==> src/ppc_defines.svh <==
// Purpose: constants of the pcm port and configuration front end
// Assumes: included by its bare name
// Notes: definitions only
`ifndef PPC_DEFINES_SVH
`define PPC_DEFINES_SVH
`define PPC_CTRL_OFFSET 8'h00
`define PPC_STATUS_OFFSET 8'h04
`define PPC_CTRL_BBM_BIT 0
`define PPC_CTRL_LONG_BIT 1
`define PPC_ST_CFG_LSB 0
`define PPC_ST_REGMODE_BIT 2
`define PPC_ST_FRAMED_BIT 3
`define PPC_ST_LIN_LSB 4
`define PPC_ST_ALAW_BIT 8
`define PPC_ST_G711_BIT 9
`define PPC_CMP_BITS 5'h08
`define PPC_SLOT_AREA 9'h020
`define PPC_BIT_CNT_MAX 9'h1FF
`define PPC_FP_LOST_BITS 9'h1FF
`define PPC_STB_CNT_MAX 5'h1F
`define PPC_ALAW_XOR 8'h55
`define PPC_MULAW_XOR 8'h7F
`endif

==> src/ppc_pkg.sv <==
// Purpose: types shared by the pcm port front end
// Assumes: nothing
// Notes: numbers live in ppc_defines.svh
`default_nettype none
package ppc_pkg;
	typedef enum logic [1:0] {PPC_CFG_NORMAL, PPC_CFG_BACK_TO_BACK, PPC_CFG_EXTENDED} ppc_cfg_t;
	typedef struct packed {
		logic        linear;
		logic [15:0] data;
	} ppc_sample_t;
	typedef struct packed {
		logic use_a;
		logic use_b;
		logic dc;
		logic last;
	} ppc_slot_t;
	typedef struct packed {
		logic long_tail;
		logic back_to_back;
	} ppc_ctrl_t;
endpackage
`default_nettype wire

==> src/ppc_port_if.sv <==
// Purpose: pcm data ports, framing detection and canceller configuration select
// Assumes: mclk 50 MHz, bit clock and all pins asynchronous, sampled by mclk
// Notes: channel c: 0 = A port one, 1 = B port one, 2 = A port two, 3 = B port two
// Operation
// - config pins: 00 register, 01 extended, 10 back-to-back
// - register bits pick normal, back-to-back or extended
// - two ports: ref_in/send_out and send_in/ref_out
// - frame pulse means framed, steady low strobed
// - framed: 8-bit companded or 16-bit linear samples
// - mode 00 slots 0-1, mode 01 slots 2-3
// - mode 10 slots 2-3, slots 0-1 passed through
// - mode 11 linear samples over slots 0-3
// - non-normal configuration: second slot undefined
// - strobe length 8 or 16 picks data type
// - strobe a port one rising marks frame; here each channel is timed by its own strobe and no frame mark is made
// - strobe to canceller and port mapping fixed
// - strobe lengths may be mixed across ports
// - curve pin: 0 mu-law, 1 a-law
// - coding pin: 0 sign-magnitude, 1 standard codes
// - inputs taken on falling, outputs on rising edge
`include "ppc_defines.svh"
`timescale 1ns/1ps
`default_nettype none
module ppc_port_if
	import ppc_pkg::*;
(
	input  wire logic               mclk,
	input  wire logic               reset,
	input  wire logic [7:0]         paddr,
	input  wire logic               psel,
	input  wire logic               penable,
	input  wire logic               pwrite,
	input  wire logic [31:0]        pwdata,
	output var  logic [31:0]        prdata,
	output var  logic               pready,
	output var  logic               pslverr,
	input  wire logic               config_sel_a,
	input  wire logic               config_sel_b,
	input  wire logic               curve_select_pin,
	input  wire logic               coding_style_pin,
	input  wire logic               frame_pulse_in,
	input  wire logic               tdm_bit_clock,
	input  wire logic               strobe_a_port_one,
	input  wire logic               strobe_b_port_one,
	input  wire logic               strobe_a_port_two,
	input  wire logic               strobe_b_port_two,
	input  wire logic               ref_in,
	input  wire logic               send_in,
	output var  logic               send_out,
	output var  logic               send_out_oe,
	output var  logic               ref_out,
	output var  logic               ref_out_oe,
	output var  ppc_cfg_t           cfg,
	output var  logic               register_mode,
	output var  logic               framed_mode,
	output var  logic               alaw_sel,
	output var  logic               g711_sel,
	output var  logic [3:0]         rx_valid,
	output var  ppc_sample_t [3:0]  rx_sample,
	input  wire logic [3:0][15:0]   tx_word
);
	logic [11:0]     sync_a;
	logic [11:0]     sync_b;
	logic            bclk_d;
	logic            fp_d;
	logic [3:0]      stb_d;
	ppc_ctrl_t       canceller_ctrl;
	logic [8:0]      bitcnt;
	logic            frame_ok;
	logic [8:0]      fp_low_cnt;
	logic [15:0]     rx_sh [4];
	logic [4:0]      cnt [4];
	logic [3:0]      learned_lin;
	logic [15:0]     tx_hold [4];
	logic [7:0]      dc_cap [2];
	logic [1:0][7:0] dc_out [2];
	logic [1:0]      pout;
	logic [1:0]      poe;
	ppc_slot_t       role [2];
	logic [1:0]      port_mode [2];
	logic [1:0]      mode_lin;
	logic [3:0]      fr_act;
	logic [3:0]      fr_last;
	logic [3:0]      chan_lin;
	logic [31:0]     read_word;

	function automatic logic [7:0] xlate(input logic [7:0] b, input logic al,
		input logic g7);
		// involution: same mapping turns line codes to sign-magnitude and back
		return g7 ? (b ^ (al ? `PPC_ALAW_XOR : `PPC_MULAW_XOR)) : b;
	endfunction

	function automatic logic tx_bit(input logic [15:0] w, input logic lin,
		input logic [3:0] idx, input logic al, input logic g7);
		logic [7:0] cb;
		cb = xlate(w[7:0], al, g7);
		return lin ? w[4'hF - idx] : cb[3'h7 - idx[2:0]];
	endfunction

	function automatic ppc_slot_t slot_map(input logic [1:0] mode, input logic [1:0] slot);
		ppc_slot_t r;
		r = '0;
		case (mode)
			2'h0: begin
				r.use_a = (slot == 2'h0);
				r.use_b = (slot == 2'h1);
				r.last  = 1'b1;
			end
			2'h1: begin
				r.use_a = (slot == 2'h2);
				r.use_b = (slot == 2'h3);
				r.last  = 1'b1;
			end
			2'h2: begin
				r.dc    = ~slot[1];
				r.use_a = (slot == 2'h2);
				r.use_b = (slot == 2'h3);
				r.last  = 1'b1;
			end
			2'h3: begin
				r.use_a = ~slot[1];
				r.use_b = slot[1];
				r.last  = slot[0];
			end
			default: r = '0;
		endcase
		return r;
	endfunction

	always_ff @(posedge mclk or posedge reset) begin
		if (reset) begin
			sync_a <= 12'h000;
			sync_b <= 12'h000;
		end else begin
			sync_a <= {send_in, ref_in, strobe_b_port_two, strobe_a_port_two,
				strobe_b_port_one, strobe_a_port_one, tdm_bit_clock, frame_pulse_in,
				coding_style_pin, curve_select_pin, config_sel_b, config_sel_a};
			sync_b <= sync_a;
		end
	end

	wire       cfg_a = sync_b[0];
	wire       cfg_b = sync_b[1];
	wire       fp    = sync_b[4];
	wire       bclk  = sync_b[5];
	wire [3:0] stb   = sync_b[9:6];
	wire [1:0] din   = sync_b[11:10];
	wire       bclk_fall = bclk_d & ~bclk;
	wire       bclk_rise = ~bclk_d & bclk;
	wire [3:0] stb_rise = stb & ~stb_d;
	wire [3:0] stb_fall = ~stb & stb_d;
	wire       in_slots = frame_ok & (bitcnt < `PPC_SLOT_AREA);
	wire       apb_access = psel & penable;
	wire       ctrl_hit = (paddr == `PPC_CTRL_OFFSET);
	wire       stat_hit = (paddr == `PPC_STATUS_OFFSET);

	always_ff @(posedge mclk or posedge reset) begin
		if (reset) begin
			bclk_d <= 1'b0;
			fp_d   <= 1'b0;
			stb_d  <= 4'h0;
		end else begin
			bclk_d <= bclk;
			fp_d   <= fp;
			stb_d  <= stb;
		end
	end

	always_ff @(posedge mclk or posedge reset) begin
		if (reset) begin
			cfg           <= PPC_CFG_NORMAL;
			register_mode <= 1'b0;
		end else begin
			register_mode <= ~cfg_a & ~cfg_b;
			case ({cfg_a, cfg_b})
				2'h1: cfg <= PPC_CFG_EXTENDED;
				2'h2: cfg <= PPC_CFG_BACK_TO_BACK;
				2'h3: cfg <= PPC_CFG_NORMAL;
				default: begin
					// both bits set is illegal; fall back to normal
					if (canceller_ctrl.back_to_back & ~canceller_ctrl.long_tail)
						cfg <= PPC_CFG_BACK_TO_BACK;
					else if (canceller_ctrl.long_tail & ~canceller_ctrl.back_to_back)
						cfg <= PPC_CFG_EXTENDED;
					else
						cfg <= PPC_CFG_NORMAL;
				end
			endcase
		end
	end

	always_ff @(posedge mclk or posedge reset) begin
		if (reset) begin
			alaw_sel <= 1'b0;
			g711_sel <= 1'b0;
		end else begin
			alaw_sel <= sync_b[2];
			g711_sel <= sync_b[3];
		end
	end

	// a stopped bit clock freezes the loss counter, so framed mode never falls back to strobed
	always_ff @(posedge mclk or posedge reset) begin
		if (reset) begin
			framed_mode <= 1'b0;
			fp_low_cnt  <= 9'h000;
		end else begin
			if (fp & ~fp_d)
				framed_mode <= 1'b1;
			else if (fp_low_cnt == `PPC_FP_LOST_BITS)
				framed_mode <= 1'b0;
			if (fp)
				fp_low_cnt <= 9'h000;
			else if (bclk_fall & (fp_low_cnt != `PPC_FP_LOST_BITS))
				fp_low_cnt <= fp_low_cnt + 9'h001;
		end
	end

	always_ff @(posedge mclk or posedge reset) begin
		if (reset) begin
			bitcnt   <= 9'h000;
			frame_ok <= 1'b0;
		end else if (~framed_mode) begin
			frame_ok <= 1'b0;
		end else if (bclk_fall) begin
			if (~fp) begin
				bitcnt   <= 9'h000;
				frame_ok <= 1'b1;
			end else if (bitcnt != `PPC_BIT_CNT_MAX) begin
				bitcnt <= bitcnt + 9'h001;
			end
		end
	end

	always_comb begin
		for (int p = 0; p < 2; p++) begin
			port_mode[p] = {stb[2*p+1], stb[2*p]};
			mode_lin[p]  = &port_mode[p];
			role[p]      = slot_map(port_mode[p], bitcnt[4:3]);
		end
		for (int c = 0; c < 4; c++) begin
			fr_act[c]   = in_slots & (c[0] ? role[c/2].use_b : role[c/2].use_a);
			fr_last[c]  = fr_act[c] & role[c/2].last & (bitcnt[2:0] == 3'h7);
			chan_lin[c] = framed_mode ? mode_lin[c/2] : learned_lin[c];
		end
	end

	always_ff @(posedge mclk or posedge reset) begin
		if (reset) begin
			rx_valid    <= 4'h0;
			rx_sample   <= '0;
			learned_lin <= 4'h0;
			for (int c = 0; c < 4; c++) begin
				rx_sh[c] <= 16'h0000;
				cnt[c]   <= 5'h00;
			end
		end else begin
			rx_valid <= 4'h0;
			for (int c = 0; c < 4; c++) begin
				if (framed_mode) begin
					if (bclk_fall & fp & fr_act[c])
						rx_sh[c] <= {rx_sh[c][14:0], din[c/2]};
					if (bclk_fall & fp & fr_last[c]) begin
						rx_valid[c]         <= 1'b1;
						rx_sample[c].linear <= mode_lin[c/2];
						rx_sample[c].data   <= mode_lin[c/2] ? {rx_sh[c][14:0], din[c/2]} :
							{8'h00, xlate({rx_sh[c][6:0], din[c/2]}, alaw_sel, g711_sel)};
					end
				end else begin
					if (stb_rise[c])
						cnt[c] <= 5'h00;
					else if (bclk_fall & stb[c] & (cnt[c] != `PPC_STB_CNT_MAX)) begin
						rx_sh[c] <= {rx_sh[c][14:0], din[c/2]};
						cnt[c]   <= cnt[c] + 5'h01;
					end
					if (stb_fall[c]) begin
						rx_valid[c]         <= 1'b1;
						learned_lin[c]      <= cnt[c] > `PPC_CMP_BITS;
						rx_sample[c].linear <= cnt[c] > `PPC_CMP_BITS;
						rx_sample[c].data   <= (cnt[c] > `PPC_CMP_BITS) ? rx_sh[c] :
							{8'h00, xlate(rx_sh[c][7:0], alaw_sel, g711_sel)};
					end
				end
			end
		end
	end

	// transmit words are latched so a mid-slot change cannot tear a sample
	always_ff @(posedge mclk or posedge reset) begin
		if (reset) begin
			for (int c = 0; c < 4; c++)
				tx_hold[c] <= 16'h0000;
		end else begin
			for (int c = 0; c < 4; c++) begin
				if (framed_mode ? (bclk_fall & ~fp) : stb_rise[c])
					tx_hold[c] <= tx_word[c];
			end
		end
	end

	always_ff @(posedge mclk or posedge reset) begin
		if (reset) begin
			for (int p = 0; p < 2; p++) begin
				dc_cap[p] <= 8'h00;
				dc_out[p] <= 16'h0000;
			end
		end else begin
			for (int p = 0; p < 2; p++) begin
				if (framed_mode & bclk_fall & fp & in_slots & role[p].dc) begin
					dc_cap[p] <= {dc_cap[p][6:0], din[p]};
					if (bitcnt[2:0] == 3'h7)
						dc_out[p][bitcnt[3]] <= {dc_cap[p][6:0], din[p]};
				end
			end
		end
	end

	always_ff @(posedge mclk or posedge reset) begin
		if (reset) begin
			pout <= 2'h0;
			poe  <= 2'h0;
		end else begin
			for (int p = 0; p < 2; p++) begin
				if (framed_mode) begin
					if (bclk_rise) begin
						poe[p]  <= in_slots & (role[p].dc | role[p].use_a | role[p].use_b);
						if (role[p].dc)
							pout[p] <= dc_out[p][bitcnt[3]][3'h7 - bitcnt[2:0]];
						else if (role[p].use_b & (cfg != PPC_CFG_NORMAL))
							pout[p] <= 1'b0;
						else
							pout[p] <= tx_bit(tx_hold[2*p+(role[p].use_b ? 1 : 0)],
								mode_lin[p], {bitcnt[3], bitcnt[2:0]}, alaw_sel, g711_sel);
					end
				end else if (stb_rise[2*p] | stb_rise[2*p+1]) begin
					poe[p]  <= 1'b1;
					pout[p] <= tx_bit(tx_word[stb_rise[2*p] ? 2*p : 2*p+1],
						learned_lin[stb_rise[2*p] ? 2*p : 2*p+1], 4'h0, alaw_sel, g711_sel);
				end else if (~stb[2*p] & ~stb[2*p+1]) begin
					poe[p]  <= 1'b0;
					pout[p] <= 1'b0;
				end else if (bclk_rise) begin
					pout[p] <= tx_bit(tx_hold[stb[2*p] ? 2*p : 2*p+1],
						learned_lin[stb[2*p] ? 2*p : 2*p+1],
						cnt[stb[2*p] ? 2*p : 2*p+1][3:0], alaw_sel, g711_sel);
				end
			end
		end
	end

	assign send_out    = pout[0];
	assign send_out_oe = poe[0];
	assign ref_out     = pout[1];
	assign ref_out_oe  = poe[1];

	always_comb begin
		read_word = 32'h00000000;
		if (ctrl_hit) begin
			read_word[`PPC_CTRL_BBM_BIT]  = canceller_ctrl.back_to_back;
			read_word[`PPC_CTRL_LONG_BIT] = canceller_ctrl.long_tail;
		end else if (stat_hit) begin
			read_word[`PPC_ST_CFG_LSB +: 2]  = cfg;
			read_word[`PPC_ST_REGMODE_BIT]   = register_mode;
			read_word[`PPC_ST_FRAMED_BIT]    = framed_mode;
			read_word[`PPC_ST_LIN_LSB +: 4]  = chan_lin;
			read_word[`PPC_ST_ALAW_BIT]      = alaw_sel;
			read_word[`PPC_ST_G711_BIT]      = g711_sel;
		end
	end

	// one wait state keeps pready and prdata registered
	always_ff @(posedge mclk or posedge reset) begin
		if (reset) begin
			pready         <= 1'b0;
			pslverr        <= 1'b0;
			prdata         <= 32'h00000000;
			canceller_ctrl <= '0;
		end else begin
			pready  <= apb_access & ~pready;
			pslverr <= apb_access & ~pready & ~(ctrl_hit | (stat_hit & ~pwrite));
			if (apb_access & ~pready)
				prdata <= pwrite ? 32'h00000000 : read_word;
			if (apb_access & pready & pwrite & ctrl_hit) begin
				canceller_ctrl.back_to_back <= pwdata[`PPC_CTRL_BBM_BIT];
				canceller_ctrl.long_tail    <= pwdata[`PPC_CTRL_LONG_BIT];
			end
		end
	end
endmodule
`default_nettype wire

==> config.mk <==
export PLATFORM = sky130hd
export DESIGN_NAME = ppc_port_if
export DESIGN_NICKNAME = d
export VERILOG_FILES = /design/src/ppc_pkg.sv /design/src/ppc_port_if.sv
export VERILOG_INCLUDE_DIRS = /design/src
export SDC_FILE = /design/constraint.sdc
export NUM_CORES = 1
export LEC_CHECK = 0
export BUFFER_PORTS_ARGS = -buffer_cell sky130_fd_sc_hd__buf_4
export CORE_MARGIN = 8
export CORE_UTILIZATION = 30
export DETAILED_ROUTE_END_ITERATION = 7
export MAX_ROUTING_LAYER = met4
export PLACE_DENSITY = 0.45
export SLEW_MARGIN = 15
export SYNTH_ARGS = -nofsm -noshare
export SYNTH_HDL_FRONTEND = slang
export SYNTH_SLANG_ARGS = --single-unit
==> constraint.sdc <==
create_clock -name mclk -period 13.8 [get_ports mclk]
set_input_delay 0.69 -clock mclk [delete_from_list [all_inputs] [get_ports mclk]]
set_output_delay 0.69 -clock mclk [all_outputs]
set_load 0.02 [all_outputs]
== Yosys cells after proc, flatten, opt, wreduce, memory -nomap -nowiden ==
Index checks and enable logic that the tools add are counted.

* Register bits after elaboration: 365
* Input port bits: 121
* Output and inout port bits: 116

* $add $sub $neg: 13
* Order comparisons: 21
* Eq/ne operators: 37
* Muxes and demuxes: 199
* Bitwise logic cells: 102
* Reductions and logical operators: 54

{| class="wikitable"
|+ Operator list
! cell !! count
|-
| 16-bit 2-to-1 mux || 36
|-
| 17-bit 2-to-1 mux || 12
|-
| 16-bit binary-select mux with 2-bit select || 6
|-
| 8-bit 2-to-1 mux || 20
|-
| 32-bit by 3-bit greater-or-equal comparator with 1-bit output, second input constant || 4
|-
| 1-bit 2-to-1 mux || 79
|-
| 8-bit bitwise XOR || 9
|-
| 32-bit by 4-bit less-than comparator with 1-bit output, second input constant || 2
|-
| 1-bit inverter with 32-bit output || 2
|-
| 1-bit bitwise AND || 56
|-
| 2-bit AND reduction || 21
|-
| 5-bit 2-to-1 mux || 8
|-
| 8-bit by 7-bit bitwise XOR with 8-bit output || 5
|-
| 9-bit 2-to-1 mux || 4
|-
| 16-bit bitwise mux || 2
|-
| 2-bit inverter with 32-bit output || 1
|-
| 3-bit inverter with 32-bit output || 1
|-
| 2-bit nonzero test || 15
|-
| 2-bit by 1-bit inequality test with 1-bit output, second input constant || 11
|-
| 5-bit by 1-bit adder with 5-bit output, second input constant || 4
|-
| 5-bit binary-select mux with 2-bit select || 2
|-
| 5-bit by 4-bit greater-than comparator with 1-bit output, second input constant || 4
|-
| 10-bit 2-to-1 mux || 2
|-
| 5-bit inequality test, second input constant || 4
|-
| other kinds (38) || 116
|}

== Logic depth before layout (Yosys ltp) ==
Gate-level depths: netlist of the first run.

* Depth after elaboration: 18
* Mapped depth: 13

== Worst setup path after synthesis of the first run ==
OpenSTA, ideal clock, no wires.

* Path kind: register to register
* Start: register sync_b[6]
* End: register pout[0]
* Arrival time: 2.794 ns
* Required time: 13.668 ns
* Slack: 10.874 ns
* Stages on the path, launching flop included: 12
* Period minus slack after synthesis: 2.926 ns
* Cells stage by stage: dfrtp_1 > buf_2 > inv_2 > ha_1 > nand4b_1 > nand3_4 > mux2i_1 > xor2_1 > a221o_1 > or4_1 > a41oi_1 > a211oi_1

* Longest elaborated chain between the ends: 17
* Elaborated cells on any way between the ends: 64

{| class="wikitable"
|+ RTL lines
! what !! line !! RTL
|-
| from (decl) || ppc_port_if.sv:63 || <nowiki>logic [11:0] sync_b;</nowiki>
|-
| from (signal assigned) || ppc_port_if.sv:138 || <nowiki>sync_b <= sync_a;</nowiki>
|-
| 2-bit == test / 2-bit by 1-bit == test with 1-bit output (equally long branches) || ppc_port_if.sv:103 || <nowiki>case (mode)</nowiki>
|-
| 2-bit OR reduction (no line) || - ||
|-
| 2-bit case mux with 3 select lines || ppc_port_if.sv:103 ||
|-
| 1-bit 2-to-1 mux || ppc_port_if.sv:332 || <nowiki>pout[p] <= tx_bit(tx_hold[2*p+(role[p].use_b ? 1 : 0)],</nowiki>
|-
| 1-bit inverter with 32-bit output || ppc_port_if.sv:332 ||
|-
| 16-bit binary-select mux with 2-bit select || ppc_port_if.sv:332 ||
|-
| 16-bit 2-to-1 mux (2 in series) || ppc_port_if.sv:332 ||
|-
| 8-bit bitwise XOR || ppc_port_if.sv:90 || <nowiki>return g7 ? (b ^ (al ? `PPC_ALAW_XOR : `PPC_MULAW_XOR)) : b;</nowiki>
|-
| 8-bit 2-to-1 mux || ppc_port_if.sv:90 ||
|-
| 1-bit binary-select mux with 3-bit select || ppc_port_if.sv:97 || <nowiki>return lin ? w[4'hF - idx] : cb[3'h7 - idx[2:0]];</nowiki>
|-
| 1-bit 2-to-1 mux (not written as such) || ppc_port_if.sv:97 ||
|-
| 1-bit 2-to-1 mux || ppc_port_if.sv:97 ||
|-
| 1-bit 2-to-1 mux || ppc_port_if.sv:329 || <nowiki>else if (role[p].use_b & (cfg != PPC_CFG_NORMAL))</nowiki>
|-
| 1-bit 2-to-1 mux || ppc_port_if.sv:327 || <nowiki>if (role[p].dc)</nowiki>
|-
| 1-bit 2-to-1 mux || ppc_port_if.sv:325 || <nowiki>if (bclk_rise) begin</nowiki>
|-
| 1-bit 2-to-1 mux || ppc_port_if.sv:324 || <nowiki>if (framed_mode) begin</nowiki>
|-
| to (signal, indexed assignment) || ppc_port_if.sv:328 || <nowiki>pout[p] <= dc_out[p][bitcnt[3]][3'h7 - bitcnt[2:0]];</nowiki>
|-
| to (signal, indexed assignment) || ppc_port_if.sv:332 ||
|-
| to (signal, indexed assignment) || ppc_port_if.sv:337 || <nowiki>pout[p] <= tx_bit(tx_word[stb_rise[2*p] ? 2*p : 2*p+1],</nowiki>
|-
| to (decl) || ppc_port_if.sv:77 || <nowiki>logic [1:0] pout;</nowiki>
|}

Parallel ways exist; a longest one is shown, timed or not. The select of a mux whose other input is x is not followed.
A chain may end at the register's enable or synchronous reset.

== Final worst setup path of the first run ==
* Start: register framed_mode
* End: register dc_out[18] (netlist name)

* Longest elaborated chain between the ends: 5

{| class="wikitable"
|+ RTL lines
! what !! line !! RTL
|-
| from (decl) || ppc_port_if.sv:55 || <nowiki>output var logic framed_mode,</nowiki>
|-
| from (signal assigned) || ppc_port_if.sv:205 || <nowiki>framed_mode <= 1'b0;</nowiki>
|-
| from (signal assigned) || ppc_port_if.sv:209 || <nowiki>framed_mode <= 1'b1;</nowiki>
|-
| from (signal assigned) || ppc_port_if.sv:211 || <nowiki>framed_mode <= 1'b0;</nowiki>
|-
| 1-bit bitwise AND (4 in series) || ppc_port_if.sv:309 || <nowiki>if (framed_mode & bclk_fall & fp & in_slots & role[p].dc) begin</nowiki>
|-
| 2-bit AND reduction (no line) || - ||
|-
| to (signal, indexed assignment) || ppc_port_if.sv:312 || <nowiki>dc_out[p][bitcnt[3]] <= {dc_cap[p][6:0], din[p]};</nowiki>
|-
| to (decl) || ppc_port_if.sv:76 || <nowiki>logic [1:0][7:0] dc_out [2];</nowiki>
|}

No other way between the ends.

==> reports/results.ini, run 1 <==
[die]
die-area_um2=64180
initial_core_util_pct=30.15
die_h_um=253.3
ioPinCount=237
die_w_um=253.3
rows=87
core_um2=56060

[drt]
drc_errors=0
dr.pass1.iters=5
drt_iter0_drc=641
viasPerCell=4.868
ant_nets=0
vias=11980
wl_per_cell_um=18.91
wirelength_mm=46.54

[final_layout]
layout.nets=1814
nFillCells=5558
final_cell_area_um2=20530
area_delta_synth_final_pct=21.51
utilization_pct=36.63
drive_gt1_share_pct=29.71
fin_cells=2461

[timing]
finalSetupViolations=0
slew_headroom_pct=35.05
period_needed_ns=3.909
skew_ns=0.02662
worst_pin_slew_ns=0.9732
hold_viol_final=0
drv_slew=0
rsz0062_at_grt=no
final.period_utilization_pct=28.33
fin_tns_setup_ns=0
fmax_mhz=255.8
worst_hold_slack_ns=0.2257

[synth]
syn_area_um2=16900
yosysTopAreaCellShare_pct=50.79
synthCells=1504
synthArstFlopShare_pct=100.0
synth_edf_count=0
ys_seq_elements=343
synth.area.top_cells=dfrtp_1, mux2_2, mux2i_1, mux4_2, nor2_1
synth.avg_cell_area_um2=11.24
yosysUniqueCellTypes=61
yosysWarnings=0
ys.flop_type=dfrtp_1
yosysSeqAreaShare_pct=50.79
yosys.area.top_type=dfrtp_1

[global_routing]
grt_max_degree=102
antenna_found_initial=1
overflow=0
grt_pass1_wl_mm=73.91
gr-usage-all-layers_pct=14.91
grt_pass1_vias=12470

[setup_path]
crit_chain=buf_4 > nand2_1 > nor2_1 > inv_1 > nor2_1 > nand2_1 > nor2_2 > mux2_2
crit_family=simple AND/OR/NAND/NOR gates
cp_slowest_stage_delay_ns=0.86
worst-r2r-cell-count=8
path_depth=8
worstPathRequired_ns=14.23
critical_path_arrival_ns=4.34
crit_buf_inv=2
crit_path_end_kind=flip-flop
start_kind=flip-flop
slowest_stage=dfrtp_2
critPathKind=reg -> reg
path_max_fanout=44

[pwr]
swShare_pct=28.09
clkPwrFrac_pct=41.3
p_comb_share_pct=17.7
p_leak_nw=9.407
peakVddDrop_mv=0.07133
powerDensity_nw_per_um2=144.5
power_frac_seq_pct=41.0
p_sw_w=0.0008334
internal_power_w=0.002133

[clock_tree]
cts_buffer_depth=3
cts_resized=0
cts_sinks=343
cts_setup_buffers=0
clk_pin_slew_ns=0.06
clk_latency_ns=0.57
root_buffer=clkbuf_16
clock_tree.htree_level_count=2
cts_tree=built
ctsHoldBuffers=0
numCtsBuffers=42

[placement]
gp_congestion=0.8209
place_inst=2382
dp_hpwl_mm=33.24
port_buffers=184
placed_area_um2=18980

[flow_run]
drv_cap=0

[run_status]
status=finished clean

[hold_path]
hold_class=in -> async

## path summary, 6_finish.rpt
| check | start | to | slack [ns] |
|---|---|---|---|
| min in group mclk | curve_select_pin | sync_a[2]$_DFF_PP0_ | 0.23 |
| hold reg to reg | sync_a[1]$_DFF_PP0_ | sync_b[1]$_DFF_PP0_ | 0.35 |
| setup / recovery | framed_mode$_DFFE_PP0P_ | dc_out[18]$_DFFE_PP0P_ | 9.89 |
| hold / removal | reset | tx_hold[40]$_DFFE_PP0P_ | 0.23 |
| setup reg to reg | framed_mode$_DFFE_PP0P_ | dc_out[18]$_DFFE_PP0P_ | 9.89 |
| max in group asynchronous | reset | rx_sample[24]$_DFFE_PP0P_ | 11.30 |
## kinds of logic after synthesis
| group | after synthesis | share of synthesized area (%) |
|---|---|---|
| DFF | 343 | 50.79 |
| adders and majority gates | 23 | 1.703 |
| and+or+nand+nor | 394 | 10.74 |
| buffers and inverters | 136 | 3.643 |
| AOI/OAI and AO/OA | 270 | 10.17 |
| xor gates and xnor gates | 63 | 3.265 |
| muxes | 274 | 19.67 |
| other | 1 | 0.02219 |
## layout make-up
| cell class | instances | area [um^2] | area share (%) |
|---|---|---|---|
| inverters | 32 | 127.6 | 0.6215 |
| multi-input cells | 1046 | 7786 | 37.92 |
| clock inverters | 21 | 317.8 | 1.548 |
| diodes | 2 | 5.005 | 0.02437 |
| clock buffers | 56 | 1227 | 5.977 |
| flip-flops and latches | 343 | 8586 | 41.81 |
| repair buffers | 205 | 1539 | 7.495 |
| well taps | 756 | 945.9 | 4.606 |
## sequential cells by signal, summed over array words and instances (netlist names), 2 cells and up
signal	count
rx_valid	4
poe	2
rx_sh	64
bitcnt	9
dc_out	32
cfg	2
rx_sample	68
pout	2
fp_low_cnt	9
dc_cap	14
tx_hold	64
canceller_ctrl	2
stb_d	4
sync_b	12
prdata	10
sync_a	12
learned_lin	4
cnt	20
## per-layer routing
| layer | share of wire (%) | track usage, % | vias up | routed length, um |
|---|---|---|---|---|
| met1 | 45 | 18.97 | 5956 | 20860 |
| met3 | 5.5 | 3.509 | 62 | 2580 |
| met5 | 0 | - | - | 0 |
| met4 | 1.9 | 3.517 | 0 | 873 |
| li1 | - | - | 5713 | - |
| met2 | 48 | 23.93 | 248 | 22230 |
## cells in the mapped netlist (all sizes together), types with 11 or more instances
master / instances
dfrtp: 343
mux2: 185
nor2: 154
nand2: 100
a21oi: 87
mux2i: 62
clkbuf: 60
o21ai: 47
buf: 44
a22oi: 34
inv: 32
xnor2: 32
xor2: 31
a31oi: 28
mux4: 27
nand3: 27
ha: 23
nand2b: 18
nor3: 18
nand4: 14
nor2b: 13
or3: 13
and3: 11
o32ai: 11
## through the flow
stage	setup WS (ns)	power, W
floorplan	3.602	0.001560
global placement	9.931	0.001761
detailed placement	9.946	0.001769
CTS	9.923	0.003019
global route	9.551	0.003119
finish	9.891	0.002967
## power groups by stage
stage          clock [W]  combinational [W]  sequential (W)
6_report         0.00123           0.000524         0.00122
5_1_grt          0.00131           0.000578         0.00123
4_1_cts          0.00127           0.000533         0.00122
3_5_place_dp           0           0.000531         0.00124
3_3_place_gp           0           0.000527         0.00123
2_1_floorplan          0           0.000320         0.00124
## cells in the final DEF (no fill, tap or decap), types with 32 or more instances in the layout
cell type,Yosys,final
dfrtp_1,343,341
buf_4,22,205
mux2_2,185,185
nor2_1,150,148
nand2_1,100,100
a21oi_1,87,87
mux2i_1,61,61
o21ai_0,47,47
clkbuf_16,0,45
a22oi_1,34,34
xnor2_1,32,32
Power figures use the tool's default switching activity.
==> run 2, diff against run 1 <==
--- a/config.mk
+++ b/config.mk
@@ -6,12 +6,13 @@
 export SDC_FILE = /design/constraint.sdc
 export NUM_CORES = 1
 export LEC_CHECK = 0
+export ABC_AREA = 1
 export BUFFER_PORTS_ARGS = -buffer_cell sky130_fd_sc_hd__buf_4
 export CORE_MARGIN = 8
 export CORE_UTILIZATION = 30
 export DETAILED_ROUTE_END_ITERATION = 7
 export MAX_ROUTING_LAYER = met4
-export PLACE_DENSITY = 0.45
+export PLACE_DENSITY = 0.47
 export SLEW_MARGIN = 15
 export SYNTH_ARGS = -nofsm -noshare
 export SYNTH_HDL_FRONTEND = slang
==> constraint.sdc (replaced) <==
create_clock -name mclk -period 3.3 [get_ports mclk]
set_input_delay 0.165 -clock mclk [delete_from_list [all_inputs] [get_ports mclk]]
set_output_delay 0.165 -clock mclk [all_outputs]
set_load 0.02 [all_outputs]
==> run 2 against run 1 <==
- global-route usage increased by 1.3 points
- worst hold slack got worse by 0.16 ns
- clock power increased to 3.9 times the previous value
- design area increased by 6.2%
- sequential power increased to 4.3 times the previous value
- die area increased by 2.6%
- critical path depth increased by 3
- count of clock-buffer cells in the layout increased by 1
==> reports/results.ini, run 2 <==
[setup_path]
timing.rr.start=sync_b[9]$_DFF_PP0_
worst-r2r-cell-count=11  ; +3
path_max_fanout=19  ; -57%
worstPathRequired_ns=3.79  ; -10.44 ns
crit_family=simple AND/OR/NAND/NOR gates
critical_path_arrival_ns=3.06  ; -1.28 ns
crit_chain=inv_1 > ha_1 > inv_2 > nand3_2 > nand2_4 > nor2_1 > nand2_1 > nand2_1 > buf_4 > o211ai_1 > o21a_1
r2r-end=rx_sample[57]$_DFFE_PP0P_
slowest_stage=dfrtp_1
cp_slowest_stage_delay_ns=0.44  ; -0.42 ns
start_kind=flip-flop
crit_top_cell=nand2_1
crit_path_end_kind=flip-flop
critPathKind=reg -> reg
reg2reg_slack_ns=0.73  ; -9.16 ns
crit_buf_inv=3  ; +1

[synth]
synth.area.top_cells=dfrtp_1, nand2_1, nand3_1, o21ai_0, inv_1
yosysWarnings=0  ; unchanged
syn_area_um2=17360  ; +2.7%
yosysMostFrequentCell=nand2_1
yosysUniqueCellTypes=47  ; -23%
yosys.area.top_type=dfrtp_1
synth_edf_count=0  ; unchanged
ys.flop_type=dfrtp_1
ys_seq_elements=343  ; unchanged
yosysTopAreaCellShare_pct=49.43  ; -1.4 points
synth.avg_cell_area_um2=7.987  ; -29%
synthArstFlopShare_pct=100.0  ; unchanged
ys_top_cells_by_count=nand2_1, dfrtp_1, nand3_1, inv_1, o21ai_0
synthCells=2174  ; +45%
yosysSeqAreaShare_pct=49.43  ; -1.4 points

[clock_tree]
cts_buffer_depth=3  ; unchanged
cts_tree=built
numCtsBuffers=42  ; unchanged
clk_latency_ns=0.60  ; +0.03 ns
cts_sinks=343  ; unchanged
clock_tree.htree_level_count=2  ; unchanged
cts_resized=0  ; unchanged
root_buffer=clkbuf_16
clk_pin_slew_ns=0.06  ; about the same

[hold_path]
hp-start=paddr[6]
hold_class=in -> reg
whs_endpoint=prdata[1]$_DFFE_PP0P_
hold_depth=6

[final_layout]
regMostFlops=rx_sample
area_delta_synth_final_pct=25.54
layout.nets=2583  ; +42%
largest_reg_flops=68  ; unchanged
num_antenna_cells=0  ; -2
drive_gt1_share_pct=14.82  ; -15 points
ff_latch_area_um2=8584  ; about the same
final_cell_area_um2=21800  ; +6.2%
largest_registers=rx_sample (68), rx_sh (64), tx_hold (64)
nFillCells=5992  ; +7.8%
layout_common_cells=nand2_1, dfrtp_1, buf_4
final_common_cell=nand2_1
fin_cells=3234  ; +31%
multi_input_comb_area_um2=7390  ; -5.1%

[global_routing]
antenna_found_initial=0  ; -1
grt_pass1_vias=15400  ; +23%
grt_max_degree=52  ; -49%
grt_pass1_wl_mm=84.70  ; +15%
gr-usage-all-layers_pct=16.20  ; +1.3 points
overflow=0  ; unchanged

[timing]
final.period_utilization_pct=77.80  ; +49 points
worst_pin_slew_ns=0.9395  ; -0.03372 ns
skew_ns=0.02710  ; +0.0004736 ns
hold_viol_final=0  ; unchanged
finalSetupViolations=0  ; unchanged
fmax_mhz=389.5  ; +52%
rsz0062_at_grt=no
period_needed_ns=2.567  ; -1.342 ns
slew_headroom_pct=37.24  ; +2.2 points
drv_slew=0  ; unchanged

[drt]
ant_nets=0  ; unchanged
vias=15300  ; +28%
drc_errors=0  ; unchanged
drt_iter0_drc=1050  ; +64%
wirelength_mm=52.50  ; +13%
viasPerCell=4.729  ; -2.8%
wl_per_cell_um=16.23  ; -14%
dr.pass1.iters=5  ; unchanged

[run_status]
status=finished clean

[die]
core_um2=57480  ; +2.5%
die_w_um=256.6  ; +1.3%
die_h_um=256.6  ; +1.3%
die-area_um2=65840  ; +2.6%
ioPinCount=237  ; unchanged
rows=88  ; +1.1%
initial_core_util_pct=30.21  ; +0.065 points

[placement]
dp_hpwl_mm=37.67  ; +13%
place_inst=3076  ; +29%
placed_area_um2=19540  ; +2.9%
port_buffers=184  ; unchanged
gp_congestion=0.8556  ; +4.2%

[pwr]
peakVddDrop_mv=0.3240  ; +350%
p_leak_nw=10.17  ; +8.1%
powerDensity_nw_per_um2=563.7  ; +290%

[flow_run]
drv_cap=0  ; unchanged

[run 2: per-layer routing]
layer,vias up,track usage (%),share of wire (%)
met3,88,2.426,3.9
met4,0,6.096,3.4
met5,-,-,0
met1,7245,19.92,44
met2,290,26.84,48
li1,7672,-,-
[run 2: worst reg2reg max path, cell delays in order (launching register included)]
cell and delay (ns):
dfrtp_1 0.44, inv_1 0.16, ha_1 0.36, inv_2 0.09, nand3_2 0.13, nand2_4 0.17, nor2_1 0.24, nand2_1 0.16
nand2_1 0.23, buf_4 0.25, o211ai_1 0.11, o21a_1 0.11
[run 2: cell families after synthesis]
logic type,share of synthesized area (%)
xor gates and xnor gates,1.110
and+or+nand+nor,23.44
adders and majority gates,1.657
DFF,49.43
other,0.02160
AOI/OAI and AO/OA,15.12
muxes,0.7134
buffers and inverters,8.510
[run 2: what timing repair did]
item | 4_1_cts | 5_1_grt
hold endpoints to repair | 107 | 0
setup buffers | 0 | 0
hold buffers | 84 | 0
[run 2: how the worst max path moves through the flow]
stage                              startpoint                   endpoint  slack, ns  cells after the start
after floorplan                         reset         alaw_sel$_DFF_PP0_      -1.45                      1
after global placement    sync_b[9]$_DFF_PP0_  rx_sample[57]$_DFFE_PP0P_       0.78                     10
after detailed placement  sync_b[9]$_DFF_PP0_  rx_sample[55]$_DFFE_PP0P_       0.72                     11
after CTS                 sync_b[9]$_DFF_PP0_  rx_sample[55]$_DFFE_PP0P_       0.70                     10
after global routing      sync_b[9]$_DFF_PP0_  rx_sample[55]$_DFFE_PP0P_       0.52                     10
final                     sync_b[9]$_DFF_PP0_  rx_sample[57]$_DFFE_PP0P_       0.73                     11
[run 2: layout make-up]
type                            instances  share of cell area, %
Timing Repair Buffer                  317                  12.11
Sequential cell                       343                  39.38
Clock inverter                         17                  1.062
Multi-Input combinational cell       1521                  33.90
Clock buffer                           57                  5.447
Inverter                              214                  3.713
Tap cell                              765                  4.391
[run 2: report_power, final]
| part | total, W | leakage [nW] | internal (W) | switching (W) |
|---|---|---|---|---|
| Sequential | 0.00519 | 4.42 | 0.00478 | 0.000417 |
| Clock | 0.00476 | 0.701 | 0.00285 | 0.00191 |
| Combinational | 0.00234 | 5.05 | 0.000932 | 0.00141 |
| Total | 0.0123 | 10.2 | 0.00856 | 0.00373 |
[run 2: stage by stage]
stage                     setup TNS [ns]  total power [W]  setup slack [ns]  util [%]  hold slack [ns]
after floorplan                  -498.55         0.006694            -1.454         -           0.1964
after global placement                 0         0.007520            0.7818     34.00           0.2776
after detailed placement               0         0.007558            0.7153     34.00           0.2790
after CTS                              0          0.01248            0.7042     37.93          0.02383
after global routing                   0          0.01299            0.5198     37.93           0.1079
final                                  0          0.01229            0.7327     37.93          0.06767
==> run 3, diff against run 2 <==
--- a/config.mk
+++ b/config.mk
@@ -12,7 +12,7 @@
 export CORE_UTILIZATION = 30
 export DETAILED_ROUTE_END_ITERATION = 7
 export MAX_ROUTING_LAYER = met4
-export PLACE_DENSITY = 0.47
+export PLACE_DENSITY = 0.45
 export SLEW_MARGIN = 15
 export SYNTH_ARGS = -nofsm -noshare
 export SYNTH_HDL_FRONTEND = slang
==> constraint.sdc (replaced) <==
create_clock -name mclk -period 2.6 [get_ports mclk]
set_input_delay 0.13 -clock mclk [delete_from_list [all_inputs] [get_ports mclk]]
set_output_delay 0.13 -clock mclk [all_outputs]
set_load 0.02 [all_outputs]
==> run 3 against run 2 <==
- sequential power is 27% higher
- final cell count is 0.46% higher
- clock power is 33% higher
- register-to-register slack worse by 0.55 ns
- critical endpoint is now rx_sample[24]$_DFFE_PP0P_
- combinational power is 28% higher
- worst hold slack worse by 0.0056 ns
- sequential share of layout area is 0.53 points lower
- worst setup slack worse by 0.55 ns
- global-route usage is 0.23 points higher
==> reports/results.ini, run 3 (synthesis results as in run 2) <==
[drt]
drc_errors=0  ; unchanged
drt_iter0_drc=975  ; -7.1%
wirelength_mm=53.41  ; +1.7%
viasPerCell=4.724  ; -0.12%
wl_per_cell_um=16.44  ; +1.3%
ant_nets=0  ; unchanged
vias=15350  ; +0.34%
dr.pass1.iters=5  ; unchanged

[global_routing]
grt_pass1_vias=15570  ; +1.1%
gr-usage-all-layers_pct=16.43  ; +0.23 points
grt_max_degree=69  ; +33%
antenna_found_initial=0  ; unchanged
grt_pass1_wl_mm=85.77  ; +1.3%
overflow=0  ; unchanged

[final_layout]
area_delta_synth_final_pct=27.27
largest_registers=rx_sample (68), rx_sh (64), tx_hold (64)
layout.nets=2600  ; +0.66%
final_cell_area_um2=22100  ; +1.4%
final_common_cell=nand2_1
largest_reg_flops=68  ; unchanged
regMostFlops=rx_sample
num_antenna_cells=0  ; unchanged
drive_gt1_share_pct=15.46  ; +0.64 points
layout_common_cells=nand2_1, dfrtp_1, buf_4

[clock_tree]
clk_latency_ns=0.57  ; -0.03 ns
root_buffer=clkbuf_16
cts_setup_buffers=0  ; unchanged
cts_sinks=343  ; unchanged
clk_pin_slew_ns=0.06  ; about the same
cts_tree=built
numCtsBuffers=42  ; unchanged
clock_tree.htree_level_count=2  ; unchanged
cts_buffer_depth=3  ; unchanged

[timing]
hold_viol_final=0  ; unchanged
fin_tns_setup_ns=0  ; unchanged
slew_headroom_pct=55.31  ; +18 points
final.period_utilization_pct=92.93  ; +15 points
fin_ws_ns=0.1837  ; -0.5489 ns
fmax_mhz=413.9  ; +6.3%
drv_slew=0  ; unchanged
period_needed_ns=2.416  ; -0.1511 ns
rsz0062_at_grt=no
worst_pin_slew_ns=0.6687  ; -0.2708 ns
skew_ns=0.01975  ; -0.007353 ns
finalSetupViolations=0  ; unchanged

[run_status]
status=finished clean

[pwr]
powerDensity_nw_per_um2=721.5  ; +28%
peakVddDrop_mv=0.4082  ; +26%
p_leak_nw=10.30  ; +1.3%

[setup_path]
crit_family=simple AND/OR/NAND/NOR gates
critPathKind=reg -> reg
crit_path_end_kind=flip-flop
cp_slowest_stage_delay_ns=0.42  ; -0.02 ns
path_max_fanout=23  ; +4
crit_chain=ha_1 > inv_1 > nor2_1 > nor3_1 > nand3_1 > nand2_2 > buf_12 > nor2_1 > a31oi_1
crit_buf_inv=2  ; -1
slowest_stage=dfrtp_1
start_kind=flip-flop
crit_top_cell=nor2_1
critical_path_arrival_ns=2.88  ; -0.18 ns
worstPathRequired_ns=3.07  ; -0.72 ns

[die]
ioPinCount=237  ; unchanged
die-area_um2=65840  ; unchanged
die_w_um=256.6  ; unchanged
die_h_um=256.6  ; unchanged
core_um2=57480  ; unchanged
rows=88  ; unchanged
initial_core_util_pct=30.21  ; unchanged

[placement]
port_buffers=184  ; unchanged
dp_hpwl_mm=38.34  ; +1.8%
gp_congestion=0.8203  ; -4.1%
placed_area_um2=19740  ; +1.0%
pre_cts_ws_ns=0.1061  ; -0.6092 ns

[hold_path]
hold_class=in -> reg

[flow_run]
drv_cap=0  ; unchanged

==> run 3: area by class of cell <==
| type | count | area, um^2 |
|---|---|---|
| flip-flops and latches | 343 | 8586 |
| clock inverters | 12 | 251.5 |
| multi-input cells | 1521 | 7407 |
| inverters | 214 | 809.5 |
| well taps | 765 | 957.2 |
| repair buffers | 334 | 2849 |
| fillers | 5965 | 35380 |
| clock buffers | 60 | 1239 |
==> run 3: path summary, 6_finish.rpt <==
path,cells after the start,slack [ns],start,to
min,6,0.06,paddr[6],prdata[0]$_DFFE_PP0P_
min in group asynchronous,3,0.19,reset,tx_hold[63]$_DFFE_PP0P_
max,9,0.18,sync_b[7]$_DFF_PP0_,rx_sample[24]$_DFFE_PP0P_
min reg2reg,0,0.35,sync_a[1]$_DFF_PP0_,sync_b[1]$_DFF_PP0_
max in group asynchronous,5,1.45,reset,rx_sample[16]$_DFFE_PP0P_
max reg2reg,9,0.18,sync_b[7]$_DFF_PP0_,rx_sample[24]$_DFFE_PP0P_
==> run 3: power by group <==
part | switching (W) | internal, W | total, W | leakage, nW
Sequential | 0.000533 | 0.00606 | 0.00659 | 4.42
Combinational | 0.00180 | 0.00120 | 0.00300 | 5.16
Clock | 0.00236 | 0.00399 | 0.00635 | 0.725
==> run 3: repair_timing <==
| action | CTS | global route |
|---|---|---|
| gates resized for setup | 0 | 6 |
| setup endpoints to repair | 0 | 11 |
| hold buffers | 85 | 0 |
| hold endpoints to repair | 97 | 0 |
==> run 3: worst min-delay path: cells and delay by family <==
kind,cells,cell delay [ns]
AND/OR/NAND/NOR,2,0.16
AO/OA/AOI/OAI,2,0.15
buffers and inverters,2,0.13
==> run 3: stage by stage <==
stage / cells / utilization (%) / hold slack (ns) / power (W)
detailed placement: 3092 / 34.34 / 0.2048 / 0.009622
finish: 3249 / 38.45 / 0.06207 / 0.01594
floorplan: 2195 / - / 0.1614 / 0.008496
global placement: 3092 / 34.34 / 0.2121 / 0.009579
global route: 3249 / 38.45 / 0.05941 / 0.01685
CTS: 3249 / 38.41 / 0.01629 / 0.01621
==> run 3: layer usage <==
metal | GRT usage [%] | up-vias | part of all wire [%]
met5 | - | - | 0
li1 | - | 7693 | -
met1 | 20.37 | 7287 | 45
met4 | 5.169 | 0 | 2.8
met2 | 27.11 | 280 | 48
met3 | 2.937 | 87 | 4.3
